File: src/fcc_params.svh
`ifndef FCC_PARAMS_SVH
`define FCC_PARAMS_SVH
`define FCC_OP_FP_COPROCESSOR_MAJOR_OPCODE 6'h11
`define FCC_FN_ROUND_UP_TO_INT64 6'h0A
`define FCC_FN_ROUND_UP_TO_INT32 6'h0E
`define FCC_SUB_CF 5'h02
`define FCC_FMT_S 5'h10
`define FCC_FMT_D 5'h11
`define FCC_SEL_FIR 5'h00
`define FCC_SEL_CCR 5'h19
`define FCC_SEL_EXR 5'h1A
`define FCC_SEL_ENR 5'h1C
`define FCC_SEL_CSR 5'h1F
`define FCC_BIT_INX_FLAG 2
`define FCC_BIT_INV_FLAG 6
`define FCC_BIT_INV_EN 11
`define FCC_BIT_OVF_FLAG 4
`define FCC_BIT_INX_CAUSE 12
`define FCC_BIT_OVF_CAUSE 14
`define FCC_BIT_INV_CAUSE 16
`define FCC_BIT_UNI_CAUSE 17
`define FCC_MAX_L 64'h7FFFFFFFFFFFFFFF
`define FCC_MAX_W 32'h7FFFFFFF
`define FCC_FIR_VALUE 32'h00000000
`endif

File: src/fcc_pkg.sv
package fcc_pkg;
  // Which operation the current instruction asks for
  typedef enum logic [3:0] {
    FCC_OP_NONE = 4'h1,
    FCC_OP_ROUND_UP_TO_INT64 = 4'h2,
    FCC_OP_ROUND_UP_TO_INT32 = 4'h4,
    FCC_OP_READ_CTL = 4'h8
  } fcc_op_t;
endpackage

File: src/fcc_ceil.sv
`timescale 1ns/10ps
`include "fcc_params.svh"
// Combinational ceiling converter of single or double to int64/int32
module fcc_ceil (
  // Operand
  input wire logic [63:0] i_src,
  input wire logic i_is_double,
  input wire logic i_to_word,
  // Result
  output logic [63:0] o_value,
  output logic o_invalid,
  output logic o_inexact
);
  logic sign;
  logic [11:0] exp_u;
  logic [52:0] mant;
  logic nan_inf;
  logic signed [12:0] e;
  logic [116:0] wide;
  logic [63:0] ipart;
  logic frac_nz;
  logic [63:0] mag;
  logic ovf;

  // Unpack, shift mantissa to integer position, round up positives
  always_comb begin
    sign = i_is_double ? i_src[63] : i_src[31];
    exp_u = i_is_double ? {1'b0, i_src[62:52]} : {4'h0, i_src[30:23]};
    nan_inf = i_is_double ? (i_src[62:52] == 11'h7FF)
                          : (i_src[30:23] == 8'hFF);
    if (i_is_double) begin
      mant = {(i_src[62:52] != 11'h000), i_src[51:0]};
      e = $signed({1'b0, exp_u}) - 13'sd1075;
    end else begin
      mant = {(i_src[30:23] != 8'h00), i_src[22:0], 29'h0};
      e = $signed({1'b0, exp_u}) - 13'sd179;
    end
    wide = 117'h0;
    ipart = 64'h0;
    frac_nz = 1'b0;
    ovf = 1'b0;
    // Shift of 11 still fits 64 bits, so -2^63 reaches the range check
    if (e >= 13'sd12) begin
      ovf = (mant != 53'h0);
    end else if (e >= 13'sd0) begin
      wide = {64'h0, mant} << e[3:0];
      ipart = wide[63:0];
    end else if (e > -13'sd54) begin
      wide = {mant, 64'h0} >> (-e);
      ipart = {11'h0, wide[116:64]};
      frac_nz = (wide[63:0] != 64'h0);
    end else begin
      frac_nz = (mant != 53'h0);
    end
    // Round toward plus infinity: bump magnitude of positives only
    mag = ipart + {63'h0, (frac_nz & ~sign)};
    if (i_to_word)
      ovf = ovf | (sign ? (mag > 64'h80000000) : (mag > 64'h7FFFFFFF));
    else
      ovf = ovf | (sign ? (mag > 64'h8000000000000000)
                        : (mag > 64'h7FFFFFFFFFFFFFFF));
    o_invalid = nan_inf | ovf;
    o_inexact = frac_nz & ~o_invalid;
    o_value = sign ? (64'h0 - mag) : mag;
    if (i_to_word)
      o_value = {32'h0, o_value[31:0]};
  end
endmodule

File: src/fcc_top.sv
`timescale 1ns/10ps
`include "fcc_params.svh"
// FP ceiling conversions and control-word read slice
module fcc_top (
  // Clock and reset
  input wire logic i_clk,
  input wire logic i_rst_n,
  // Instruction issue
  input wire logic i_valid,
  input wire logic [31:0] i_instr,
  input wire logic i_fp_coprocessor_major_opcode_usable,
  input wire logic i_fr64,
  // Operands and state
  input wire logic [63:0] i_fs_value,
  input wire logic [31:0] i_fp_control_status_register,
  // Results
  output logic o_done,
  output fcc_pkg::fcc_op_t o_op,
  output logic o_fpr_we,
  output logic [4:0] o_fpr_addr,
  output logic [63:0] o_fpr_data,
  output logic o_gpr_we,
  output logic [4:0] o_gpr_addr,
  output logic [31:0] o_gpr_data,
  // Status updates and exceptions
  output logic o_fp_control_status_register_we,
  output logic [31:0] o_fp_control_status_register_next,
  output logic o_exc_cop_unusable,
  output logic o_exc_reserved,
  output logic o_exc_invalid,
  output logic o_exc_unimpl
);
  import fcc_pkg::*;

  // All registered state of the slice
  typedef struct packed {
    logic done;
    fcc_op_t op;
    logic fpr_we;
    logic [4:0] fpr_addr;
    logic [63:0] fpr_data;
    logic gpr_we;
    logic [4:0] gpr_addr;
    logic [31:0] gpr_data;
    logic fp_control_status_register_we;
    logic [31:0] fp_control_status_register_next;
    logic exc_cu;
    logic exc_ri;
    logic exc_inv;
    logic exc_uni;
  } fcc_state_t;

  fcc_state_t st;
  fcc_state_t next_st;

  // Instruction fields
  logic [5:0] f_major;
  logic [4:0] f_fmt;
  logic [4:0] f_mid;
  logic [4:0] source_fp_register_field;
  logic [4:0] dest_fp_register_field;
  logic [4:0] target_general_register_field;
  logic [5:0] f_func;
  logic is_fp;
  logic fmt_ok;
  fcc_op_t dec_op;
  // Converter outputs
  logic [63:0] cv_value;
  logic cv_invalid;
  logic cv_inexact;

  assign f_major = i_instr[31:26];
  assign f_fmt = i_instr[25:21];
  assign f_mid = i_instr[20:16];
  assign target_general_register_field = i_instr[20:16];
  assign source_fp_register_field = i_instr[15:11];
  assign dest_fp_register_field = i_instr[10:6];
  assign f_func = i_instr[5:0];
  assign is_fp = (f_major == `FCC_OP_FP_COPROCESSOR_MAJOR_OPCODE);
  assign fmt_ok = (f_fmt == `FCC_FMT_S) || (f_fmt == `FCC_FMT_D);

  // Decode the three supported instructions
  always_comb begin
    dec_op = FCC_OP_NONE;
    if (is_fp && f_mid == 5'h00 && fmt_ok) begin
      if (f_func == `FCC_FN_ROUND_UP_TO_INT64)
        dec_op = FCC_OP_ROUND_UP_TO_INT64;
      else if (f_func == `FCC_FN_ROUND_UP_TO_INT32)
        dec_op = FCC_OP_ROUND_UP_TO_INT32;
    end
    if (is_fp && f_fmt == `FCC_SUB_CF && i_instr[10:0] == 11'h000)
      dec_op = FCC_OP_READ_CTL;
  end

  // Shared ceiling converter
  fcc_ceil u_ceil (
    .i_src(i_fs_value),
    .i_is_double(f_fmt == `FCC_FMT_D),
    .i_to_word(dec_op == FCC_OP_ROUND_UP_TO_INT32),
    .o_value(cv_value),
    .o_invalid(cv_invalid),
    .o_inexact(cv_inexact)
  );

  // Next-state logic for one issued instruction per cycle
  always_comb begin
    next_st = st;
    next_st.done = 1'b0;
    next_st.op = FCC_OP_NONE;
    next_st.fpr_we = 1'b0;
    next_st.gpr_we = 1'b0;
    next_st.fp_control_status_register_we = 1'b0;
    next_st.exc_cu = 1'b0;
    next_st.exc_ri = 1'b0;
    next_st.exc_inv = 1'b0;
    next_st.exc_uni = 1'b0;
    if (i_valid && is_fp) begin
      next_st.done = 1'b1;
      next_st.op = dec_op;
      if (!i_fp_coprocessor_major_opcode_usable) begin
        // Unusable coprocessor wins over everything else
        next_st.exc_cu = 1'b1;
      end else begin
        case (dec_op)
          FCC_OP_ROUND_UP_TO_INT64, FCC_OP_ROUND_UP_TO_INT32: begin
            next_st.fpr_addr = dest_fp_register_field;
            next_st.fp_control_status_register_next = i_fp_control_status_register;
            next_st.fp_control_status_register_next[`FCC_BIT_UNI_CAUSE] = 1'b0;
            next_st.fp_control_status_register_next[`FCC_BIT_INV_CAUSE] = cv_invalid;
            next_st.fp_control_status_register_next[`FCC_BIT_INX_CAUSE] = cv_inexact;
            next_st.fp_control_status_register_next[`FCC_BIT_OVF_CAUSE] = 1'b0;
            next_st.fp_control_status_register_we = 1'b1;
            if (dec_op == FCC_OP_ROUND_UP_TO_INT64 && !i_fr64) begin
              // Sixteen-register mode: no result, report unimplemented
              next_st.exc_uni = 1'b1;
              next_st.fp_control_status_register_next[`FCC_BIT_UNI_CAUSE] = 1'b1;
              next_st.fp_control_status_register_next[`FCC_BIT_INV_CAUSE] = 1'b0;
              next_st.fp_control_status_register_next[`FCC_BIT_INX_CAUSE] = 1'b0;
            end else if (cv_invalid) begin
              next_st.fp_control_status_register_next[`FCC_BIT_INV_FLAG] = 1'b1;
              if (i_fp_control_status_register[`FCC_BIT_INV_EN]) begin
                // Trap now, destination untouched
                next_st.exc_inv = 1'b1;
              end else begin
                next_st.fpr_we = 1'b1;
                next_st.fpr_data = (dec_op == FCC_OP_ROUND_UP_TO_INT64) ?
                  `FCC_MAX_L : {32'h0, `FCC_MAX_W};
              end
            end else begin
              next_st.fpr_we = 1'b1;
              next_st.fpr_data = cv_value;
              if (cv_inexact)
                next_st.fp_control_status_register_next[`FCC_BIT_INX_FLAG] = 1'b1;
            end
          end
          FCC_OP_READ_CTL: begin
            next_st.gpr_we = 1'b1;
            next_st.gpr_addr = target_general_register_field;
            case (source_fp_register_field)
              `FCC_SEL_FIR: next_st.gpr_data = `FCC_FIR_VALUE;
              `FCC_SEL_CCR:
                next_st.gpr_data = {24'h0, i_fp_control_status_register[31:25], i_fp_control_status_register[23]};
              `FCC_SEL_EXR:
                next_st.gpr_data = {14'h0, i_fp_control_status_register[17:12], 5'h00,
                                    i_fp_control_status_register[6:2], 2'h0};
              `FCC_SEL_ENR:
                next_st.gpr_data = {20'h0, i_fp_control_status_register[11:7], 4'h0,
                                    i_fp_control_status_register[24], i_fp_control_status_register[1:0]};
              `FCC_SEL_CSR: next_st.gpr_data = i_fp_control_status_register;
              // Undefined selector: zero, software must not rely on it
              default: next_st.gpr_data = 32'h00000000;
            endcase
          end
          FCC_OP_NONE: begin
            // Unknown FP encoding inside this slice
            next_st.done = 1'b0;
          end
          default: begin
            next_st.exc_ri = 1'b1;
          end
        endcase
      end
    end
  end

  // State register, synchronous reset
  always_ff @(posedge i_clk) begin
    if (!i_rst_n) begin
      st <= '0;
      st.op <= FCC_OP_NONE;
    end else begin
      st <= next_st;
    end
  end

  assign o_done = st.done;
  assign o_op = st.op;
  assign o_fpr_we = st.fpr_we;
  assign o_fpr_addr = st.fpr_addr;
  assign o_fpr_data = st.fpr_data;
  assign o_gpr_we = st.gpr_we;
  assign o_gpr_addr = st.gpr_addr;
  assign o_gpr_data = st.gpr_data;
  assign o_fp_control_status_register_we = st.fp_control_status_register_we;
  assign o_fp_control_status_register_next = st.fp_control_status_register_next;
  assign o_exc_cop_unusable = st.exc_cu;
  assign o_exc_reserved = st.exc_ri;
  assign o_exc_invalid = st.exc_inv;
  assign o_exc_unimpl = st.exc_uni;

  // Invalid trap never writes the destination
  trap_no_write_a: assert property (@(posedge i_clk) disable iff (!i_rst_n)
    o_exc_invalid |-> !o_fpr_we) else $error("trap wrote fpr");

  // Invalid conversion without enable gives max int64
  sat_long_a: assert property (@(posedge i_clk) disable iff (!i_rst_n)
    (i_valid && i_fp_coprocessor_major_opcode_usable && dec_op == FCC_OP_ROUND_UP_TO_INT64 && i_fr64
     && cv_invalid && !i_fp_control_status_register[`FCC_BIT_INV_EN])
    |=> o_fpr_we && o_fpr_data == 64'h7FFFFFFFFFFFFFFF)
    else $error("bad int64 default");

  // Same for the word form
  sat_word_a: assert property (@(posedge i_clk) disable iff (!i_rst_n)
    (i_valid && i_fp_coprocessor_major_opcode_usable && dec_op == FCC_OP_ROUND_UP_TO_INT32
     && cv_invalid && !i_fp_control_status_register[`FCC_BIT_INV_EN])
    |=> o_fpr_we && o_fpr_data[31:0] == 32'h7FFFFFFF)
    else $error("bad int32 default");

  // Invalid flag raised after an invalid word conversion
  inv_flag_a: assert property (@(posedge i_clk) disable iff (!i_rst_n)
    (i_valid && i_fp_coprocessor_major_opcode_usable && dec_op == FCC_OP_ROUND_UP_TO_INT32 && cv_invalid)
    |=> o_fp_control_status_register_we && o_fp_control_status_register_next[6]) else $error("no invalid flag");

  // Selector 31 copies status word
  sel_full_a: assert property (@(posedge i_clk) disable iff (!i_rst_n)
    (i_valid && i_fp_coprocessor_major_opcode_usable && dec_op == FCC_OP_READ_CTL
     && i_instr[15:11] == 5'd31) |=> o_gpr_we && o_gpr_data == $past(i_fp_control_status_register))
    else $error("bad full read");

  // Selector 25 view
  sel_cc_a: assert property (@(posedge i_clk) disable iff (!i_rst_n)
    (i_valid && i_fp_coprocessor_major_opcode_usable && dec_op == FCC_OP_READ_CTL
     && i_instr[15:11] == 5'd25) |=> o_gpr_data[31:8] == 24'h0)
    else $error("bad cc view");

  // Selector 0 reads implementation register
  sel_fir_a: assert property (@(posedge i_clk) disable iff (!i_rst_n)
    (i_valid && i_fp_coprocessor_major_opcode_usable && dec_op == FCC_OP_READ_CTL
     && i_instr[15:11] == 5'd0) |=> o_gpr_data == 32'h00000000)
    else $error("bad fir read");

  // Positive fractions round up
  round_up_a: assert property (@(posedge i_clk) disable iff (!i_rst_n)
    (i_valid && i_fp_coprocessor_major_opcode_usable && dec_op == FCC_OP_ROUND_UP_TO_INT32
     && f_fmt == 5'h10 && i_fs_value[31:0] == 32'h3FC00000)
    |=> o_fpr_data[31:0] == 32'h00000002) else $error("no round up");
endmodule

File: config.mk
export PLATFORM = sky130hd
export DESIGN_NAME = fcc_top
export DESIGN_NICKNAME = d
export VERILOG_FILES = /design/src/fcc_pkg.sv /design/src/fcc_ceil.sv /design/src/fcc_top.sv
export VERILOG_INCLUDE_DIRS = /design/src /design/src/src
export SDC_FILE = /design/constraint.sdc
export NUM_CORES = 1
export LEC_CHECK = 0
export BUFFER_PORTS_ARGS = -buffer_cell sky130_fd_sc_hd__buf_2
export CAP_MARGIN = 10
export CORE_MARGIN = 1
export CORE_UTILIZATION = 45
export DETAILED_ROUTE_END_ITERATION = 10
export PLACE_DENSITY_LB_ADDON = 0.15
export SLEW_MARGIN = 10
export SYNTH_ARGS = -nofsm -noshare
export SYNTH_HDL_FRONTEND = slang
export SYNTH_SLANG_ARGS = --single-unit
File: constraint.sdc
create_clock -name i_clk -period 34.9 [get_ports i_clk]
set_clock_uncertainty 0.05 [all_clocks]
set_input_delay 6.98 -clock i_clk [delete_from_list [all_inputs] [get_ports i_clk]]
set_output_delay 6.98 -clock i_clk [all_outputs]
set_load 0.01 [all_outputs]
* Word-level counts from Yosys, hierarchy flattened
Index checks and enable logic that the tools add are counted.
** Operators by class
- $add $sub $neg :: 5
- Order comparisons :: 7
- Equal/unequal tests :: 17
- Shifts and indexed selects :: 2
- Muxes and demuxes :: 42
- Bitwise operators :: 12
- Reductions and logical operators :: 24
** Operator list (number)
- 2-to-1 mux 64 bit :: 6
- one-hot mux 32 bit (4 select lines) :: 1
- >> shifter 117 x 13 -> 117 bit :: 1
- 2-to-1 mux 53 bit :: 2
- adder 64 x 1 -> 64 bit :: 1
- > comparator 64 x 31 -> 1 bit (second input constant) :: 1
- > comparator 64 x 32 -> 1 bit (second input constant) :: 1
- > comparator 64 x 63 -> 1 bit (second input constant) :: 1
- > comparator 64 bit (second input constant) :: 1
- nonzero test 64 bit :: 1
- << shifter 53 x 4 -> 64 bit :: 1
- subtractor 1 x 64 -> 64 bit (first input constant) :: 1
- 2-to-1 mux 63 bit :: 1
- nonzero test 53 bit :: 1
- 2-to-1 mux 38 bit :: 1
- 2-to-1 mux 33 bit :: 1
- equality test 5 bit (second input constant) :: 6
- 2-to-1 mux 1 bit :: 23
- >= comparator 13 x 1 -> 1 bit (second input constant) :: 1
- >= comparator 13 x 5 -> 1 bit (second input constant) :: 1
- > comparator 13 x 7 -> 1 bit (second input constant) :: 1
- 2-to-1 mux 13 bit :: 1
- negation 13 bit :: 1
- subtractor 12 x 11 -> 13 bit (second input constant) :: 1
- 33 further kinds :: 52
** Word-level totals
- Register bits :: 149
- Output and inout bits :: 150
- Word-level logic and storage cells :: 123

* Longest topological paths before layout
Gate-level depths: netlist of run 1.
- Word-level depth :: 23
- Mapped depth :: 49
- Depth with buffers taken out :: 35

* Cells and area by module
Synthesis of run 1 repeated with hierarchy kept, for this count alone.
** Unflattened totals
- Cells, all modules :: 2709
- Area, all modules :: 19826.5 µm²
** By module, submodules not included
- fcc_ceil :: instances 1, cells an instance 1982, area each 13469.2 µm²
- fcc_top :: instances 1, cells an instance 727, area each 6357.3 µm²

* Least setup slack after synthesis of run 1
Ideal clock, no wire load.
- Path kind :: input to register
- Start :: in i_instr[25]
- End :: reg st (netlist bit o_fpr_data[19])
- Arrival time :: 16879 ps
- Required time :: 34731 ps
- Slack :: 17853 ps
- Stages on the path :: 45
- Buffers on the path :: 13
- Cell sequence :: nor4b_2 -> nand2_1 -> buf_2 -> buf_2 -> clkbuf_1 -> buf_2 -> buf_2 -> buf_2 -> buf_2 -> clkbuf_1 -> mux2i_1 -> ha_1 -> and2_1 -> or2_2 -> a211oi_1 -> a2bb2oi_1 -> and4_1 -> clkbuf_1 -> [... 9 more ...] -> nor2_1 -> ha_1 -> ha_1 -> clkbuf_1 -> inv_1 -> a21oi_1 -> nand2_1 -> nor4_4 -> a311oi_1 -> a41oi_2 -> or4b_4 -> nor3_4 -> nand4_4 -> a21oi_4 -> nand2_1 -> buf_2 -> buf_6 -> o221a_2
** Between the ends
- Cells in the longest elaborated chain, start to end :: 19
- Elaborated cells on any way between the ends :: 55
- Those cells by class :: 5 x add/sub; 7 x order compare; 6 x eq/ne; 2 x shift; 20 x mux; 6 x bitwise; 9 x reduce/logical
** Ends and longest elaborated chain
- start, declared :: line fcc_top.sv:10 : input wire logic [31:0] i_instr,
- equality test 5 bit (no line)
- 2-to-1 mux 11 bit :: line fcc_ceil.sv:28 : exp_u = i_is_double ? {1'b0, i_src[62:52]} : {4'h0, i_src[30:23]};
- subtractor 12 x 8 -> 13 bit / subtractor 12 x 11 -> 13 bit (equally long branches) :: line fcc_ceil.sv:36, fcc_ceil.sv:33
- 2-to-1 mux 13 bit :: line fcc_ceil.sv:31 : if (i_is_double) begin
- negation 13 bit :: line fcc_ceil.sv:49 : wide = {mant, 64'h0} >> (-e);
- >> shifter 117 x 13 -> 117 bit :: line fcc_ceil.sv:49
- nonzero test 64 bit :: line fcc_ceil.sv:51 : frac_nz = (wide[63:0] != 64'h0);
- 2-to-1 mux 1 bit :: line fcc_ceil.sv:48 : end else if (e > -13'sd54) begin
- [... 3 more ...]
- adder 64 x 1 -> 64 bit :: line fcc_ceil.sv:56 : mag = ipart + {63'h0, (frac_nz & ~sign)};
- > comparator 64 x 63 -> 1 bit, or another cell as far along :: line fcc_ceil.sv:61 : : (mag > 64'h7FFFFFFFFFFFFFFF));
- 2-to-1 mux 1 bit (on tied branches) :: line fcc_ceil.sv:60, fcc_ceil.sv:58
- bitwise OR 1 bit (on tied branches) :: line fcc_ceil.sv:60, fcc_ceil.sv:58
- 2-to-1 mux 1 bit :: line fcc_ceil.sv:57 : if (i_to_word)
- bitwise OR 1 bit :: line fcc_ceil.sv:62 : o_invalid = nan_inf | ovf;
- != test 2 bit (no line)
- AND reduction 5 bit (no line)
- end signal, assigned :: line fcc_top.sv:192 : st <= next_st;
- end, declared :: line fcc_top.sv:53 : fcc_state_t st;
Several ways; a longest one is shown, not always the timed one.
A chain may end at the register's enable or synchronous reset.

* Final worst setup path of run 1
- Start :: in i_instr[21]
- End :: reg st (netlist bit o_fpr_data[27])
The elaborated chain is that of the path after synthesis.

==> results of run 1 <==
## metal layers
layer | vias up | share of wire, % | track usage, %
met5 | - | 0 | 0
met4 | 0 | 6.3 | 22.3
met3 | 353 | 10 | 8.66
met2 | 1660 | 43 | 65.1
met1 | 11900 | 40 | 54.9
li1 | 10800 | - | -
## report_power, final
part	switching (mW)	internal, mW
Clock	0.0830	0.101
Combinational	0.227	0.115
Sequential	0.0000166	0.170
## stage by stage
stage / instances / total power, mW / area, sq um
floorplan: 2780 / 0.397 / 20900
global route: 3482 / 0.722 / 23000
finish: 3483 / 0.696 / 23000
global placement: 3450 / 0.501 / 22400
detailed placement: 3450 / 0.501 / 22400
CTS: 3482 / 0.686 / 23000
## worst max-delay path by stage
stage	from	end	cells past startpoint
floorplan	i_instr[25]	o_fpr_data[19]	45
global placement	i_instr[21]	o_fpr_data[57]	34
detailed placement	i_instr[21]	o_fpr_data[54]	33
CTS	i_instr[21]	o_fpr_data[27]	33
global route	i_instr[21]	o_fpr_data[27]	33
finish	i_instr[21]	o_fpr_data[27]	33
## registers in the layout, summed over array words and instances (netlist names)
| register | cells |
|---|---|
| o_op | 4 |
| o_fp_control_status_register_we | 1 |
| o_fpr_data | 64 |
| o_gpr_we | 1 |
| o_exc_reserved | 1 |
| o_exc_cop_unusable | 1 |
| o_exc_unimpl | 1 |
| o_gpr_addr | 5 |
| o_fpr_addr | 5 |
| o_done | 1 |
| o_exc_invalid | 1 |
| o_fpr_we | 1 |
| o_gpr_data | 32 |
| o_fp_control_status_register_next | 31 |
## Yosys cell counts (19+ instances only)
cell type	number
buf_1	30
and2_1	43
and3_1	29
a22o_1	20
mux2_2	55
or2_2	19
xor2_1	36
o21ai_0	116
mux4_2	94
buf_2	59
o221a_2	38
nor4_1	61
a22oi_1	28
nand4_1	41
a31oi_1	47
o21a_1	20
mux2i_1	166
o21ai_1	24
o22ai_1	20
clkbuf_1	155
nand2_1	360
xnor2_1	76
o211ai_1	31
a21oi_1	214
inv_1	35
a211oi_1	38
dfxtp_1	149
nor3_1	80
nand3_1	112
nor2_1	195
or3_1	22
## final cells by class
type                    count  area, sq um
clock inverters            15          163
well taps                 600          751
clock buffers              17          425
repair buffers            332         1800
diodes                      1         2.50
fillers                  4492        22600
multi-input cells        2329        16700
flip-flops and latches    149         2980
inverters                  40          150
## critical path: cells and delay by family
kind / cells / cell delay (ns)
AND/OR/NAND/NOR: 13 / 4.66
XOR/XNOR: 1 / 0.42
AO/OA/AOI/OAI: 13 / 5.02
adder cells (fa/ha/maj): 3 / 0.95
buffers and inverters: 3 / 1.66
## cell families after synthesis
family | share of synthesized area (%)
DFF | 14.3
xor gates and xnor gates | 4.85
AOI/OAI and AO/OA | 26.7
adders and majority gates | 0.359
buffers and inverters | 6.22
and+or+nand+nor | 26.6
muxes | 21.0
other | 0.0179
==> impl_metrics.json, run 1 <==
{
  "outcome": "completed",
  "final_cell_mix": "nand2_1 (359), buf_2 (280), a21oi_1 (214), nor2_1 (192), mux2i_1 (164)",
  "die_h_microns": 218,
  "max_slew_margin_pct": 17.4,
  "setup_ws_ns": 15.47,
  "cp_slowest_cell": "a311oi_4",
  "grt_pass1_wl_microns": 151000,
  "layout_commonest_cell": "nand2_1",
  "fin_tns_setup_ns": 0,
  "io_buffers": 281,
  "numCtsBuffers": 17,
  "hold_depth": 2,
  "path_max_fanout": 34,
  "cts_resized": 0,
  "min_period_ns": 19.43,
  "rsz0062_at_grt": "false",
  "dr.pass1.iters": 6,
  "clk_path_buf_depth": 2,
  "finalMaxSlewViolations": 0,
  "synth-edff-count": 0,
  "end_kind": "flop",
  "cts_setup_buffers": 0,
  "drc": 0,
  "grt_max_degree": 78,
  "r2r_cells": 2,
  "tightest_slew_ns": 1.22,
  "grt_pass1_vias": 22400,
  "postSynthCellCount": 2779,
  "regToRegEndpoint": "o_fpr_data[27]",
  "finalSetupViolations": 0,
  "r2r-start": "o_fpr_data[27]",
  "antenna_found_initial": 2,
  "cp_common_cell": "o21ai_0",
  "synth_ff_type": "dfxtp_1",
  "initial_core_util_pct": 45.9,
  "seq_area_frac_synth_pct": 14.3,
  "hold_violations": 0,
  "async_flop_share_pct": 0,
  "synth_area_leader_cell": "dfxtp_1",
  "required_ns": 35.19,
  "yosys_warnings": 0,
  "power_density_nw_per_um2": 30.3,
  "period_share_pct": 55.7,
  "grt_use_total_pct": 42.1,
  "synth_cell_types": 117,
  "wire_per_inst_microns": 29.5,
  "critPathMaxStageDelay_ns": 1.09,
  "overflow": 0,
  "die_w_microns": 218,
  "drv_cap": 0,
  "cts_max_level": 4,
  "finalHoldWorstSlack_ns": 0.400,
  "ys_seq_elements": 149,
  "dieArea_sq_um": 47300,
  "final_nets": 3008,
  "fmax_mhz": 51.5,
  "io_pins": 283,
  "min-delay-start": "o_fpr_addr[3]",
  "syn_to_final_growth_pct": 9.92,
  "leakagePower_nw": 8.80,
  "vias_per_cell": 7.11,
  "worstSetupStartpointType": "input pin",
  "netlist_area_sq_um": 20900,
  "core_area_sq_um": 45600,
  "hold_end": "o_fpr_addr[3]",
  "path_clk_slew_ns": 0.07,
  "place_ws_ns": 15.37,
  "root_buffer": "clkbuf_16",
  "reg2reg_slack_ns": 34.06,
  "rows": 78,
  "cts_sinks": 149,
  "dp_hpwl_microns": 79200,
  "synth_top_area_share_pct": 14.3,
  "ir_drop_uv": 46.6,
  "drive_above_1_share_pct": 22.6,
  "hold_class": "flop to flop",
  "dr.first_iter.drc_count": 3213,
  "clock_latency_ns": 0.44,
  "path_class": "input pin to flop",
  "cts_tree": "done",
  "post-route-util_pct": 50.4,
  "crit_arrival_ns": 19.72,
  "synth.area.top_cells": "dfxtp_1 (14%), mux4_2 (10%), mux2i_1 (7.9%)",
  "avgSynthCellArea_sq_um": 7.52,
  "routed_wl_microns": 103000,
  "vias": 24800,
  "cts_hold_buf": 0,
  "gp_congestion": 1.05,
  "ant_nets": 0
}
Power figures use the tool's default switching activity.
==> run 2, diff against run 1 <==
==> constraint.sdc (replaced) <==
create_clock -name i_clk -period 18.3 [get_ports i_clk]
set_clock_uncertainty 0.05 [all_clocks]
set_input_delay 3.66 -clock i_clk [delete_from_list [all_inputs] [get_ports i_clk]]
set_output_delay 3.66 -clock i_clk [all_outputs]
set_load 0.01 [all_outputs]
==> run 2 against run 1 <==
Compared with the run above: sequential share of layout area about the same; non-clock buffer count increased by 7; first-iteration DRC count increased by 9.2%; register-to-register slack got worse by 17 ns; worst setup slack got worse by 13 ns; sequential cell count unchanged; utilization increased by 0.16 points; critical endpoint is now o_fpr_data[57]; highest routed layer unchanged.
==> impl_metrics.json, run 2 (synthesis gave the netlist of run 1 again) <==
{
  "outcome": "completed",
  "fmax_mhz": 61.7,
  "rsz0062_at_grt": "false",
  "grt_pass1_vias": 22800,
  "grt_use_total_pct": 42.8,
  "power_density_nw_per_um2": 58.2,
  "path_clk_slew_ns": 0.07,
  "drv_cap": 0,
  "fin_tns_setup_ns": 0,
  "period_share_pct": 88.5,
  "ir_drop_uv": 73.0,
  "setup_ws_ns": 2.10,
  "ff_latch_area_sq_um": 2980,
  "multi_input_area_sq_um": 16700,
  "nFillCells": 4557,
  "drive_above_1_share_pct": 22.7,
  "worstSetupStartpointType": "input pin",
  "finalSetupViolations": 0,
  "clock_latency_ns": 0.44,
  "clk_path_buf_depth": 2,
  "placed_area_sq_um": 22400,
  "io_buffers": 281,
  "syn_to_final_growth_pct": 10.3,
  "dp_hpwl_microns": 80200,
  "routed_wl_microns": 104000,
  "dr.first_iter.drc_count": 3509,
  "ant_nets": 0,
  "leakagePower_nw": 8.84,
  "end_kind": "flop",
  "overflow": 0,
  "grt_max_degree": 80,
  "cts_max_level": 4,
  "drc": 0,
  "wire_per_inst_microns": 29.8,
  "path_class": "input pin to flop",
  "vias": 24900,
  "place_ws_ns": 2.08,
  "tightest_slew_ns": 1.27,
  "cts_setup_buffers": 0,
  "hold_class": "flop to flop",
  "vias_per_cell": 7.15,
  "largest_reg_flops": 64,
  "layout_commonest_cell": "nand2_1",
  "crit_arrival_ns": 16.43,
  "rows": 78,
  "final_nets": 3015,
  "min_period_ns": 16.20,
  "finalMaxSlewViolations": 0,
  "cp_slowest_cell": "clkinv_1",
  "cts_tree": "done",
  "path_max_fanout": 34,
  "cts_sinks": 149,
  "finalHoldWorstSlack_ns": 0.399,
  "power.total_mw": 1.34,
  "final_cell_mix": "nand2_1 (359), buf_2 (280), a21oi_1 (214), nor2_1 (192), mux2i_1 (164)",
  "dpl.cell_count": 3456,
  "gp_congestion": 1.09,
  "required_ns": 18.53,
  "hold_violations": 0,
  "design_area_sq_um": 23100,
  "numCtsBuffers": 17,
  "antenna_found_initial": 3,
  "initial_core_util_pct": 45.9,
  "die_w_microns": 218,
  "grt_pass1_wl_microns": 153000,
  "die_h_microns": 218,
  "post-route-util_pct": 50.6,
  "cts_resized": 0,
  "dr.pass1.iters": 6,
  "critPathMaxStageDelay_ns": 0.89,
  "max_slew_margin_pct": 14.4,
  "core_area_sq_um": 45600,
  "dieArea_sq_um": 47300,
  "io_pins": 283,
  "root_buffer": "clkbuf_16",
  "layoutNonFillerInstCount": 3491,
  "cts_hold_buf": 0
}
==> run 2: changes by cell type in the layout (fill, tap and decap cells not counted), sizes merged <==
cell / change
bufinv: +1
diode: +1
clkinv: +1
clkbuf: +1
clkinvlp: -1
inv: -2
buf: +7
==> run 2: where the power goes <==
part	switching, mW	total (mW)	internal (mW)
Combinational	0.436	0.657	0.220
Sequential	0.0000301	0.324	0.324
Clock	0.155	0.360	0.205
Total	0.591	1.34	0.750
==> run 2: final timing paths <==
check	start	endpoint	slack [ns]	cells past startpoint
setup reg to reg	o_fpr_data[31]	o_fpr_data[31]	17.49	2
setup / recovery	i_instr[21]	o_fpr_data[57]	2.10	33
hold reg to reg	o_gpr_data[11]	o_gpr_data[11]	0.40	2
hold / removal	o_gpr_data[11]	o_gpr_data[11]	0.40	2
==> run 2: layout make-up <==
class	count	share of cell area (%)
diodes	2	0.0217
clock buffers	18	1.86
clock inverters	14	0.744
inverters	40	0.651
multi-input cells	2329	72.5
flip-flops and latches	149	12.9
well taps	600	3.26
repair buffers	339	8.03
==> run 2: worst max-delay path, delay by kind of cell <==
family	cells	cell delay (ns)
buffers and inverters	3	1.68
adders and majority gates	3	0.98
and+or+nand+nor	12	4.99
AOI/OAI and AO/OA	14	4.66
xor gates and xnor gates	1	0.39
==> run 2: routing by layer <==
layer | vias to the layer above | share of wire [%] | routed length [microns] | track usage [%]
met3 | 335 | 10 | 10500 | 7.60
li1 | 10800 | - | - | -
met5 | - | 0 | 0 | 0
met4 | 0 | 6.2 | 6410 | 22.8
met1 | 12100 | 40 | 41300 | 55.7
met2 | 1707 | 44 | 46100 | 67.2
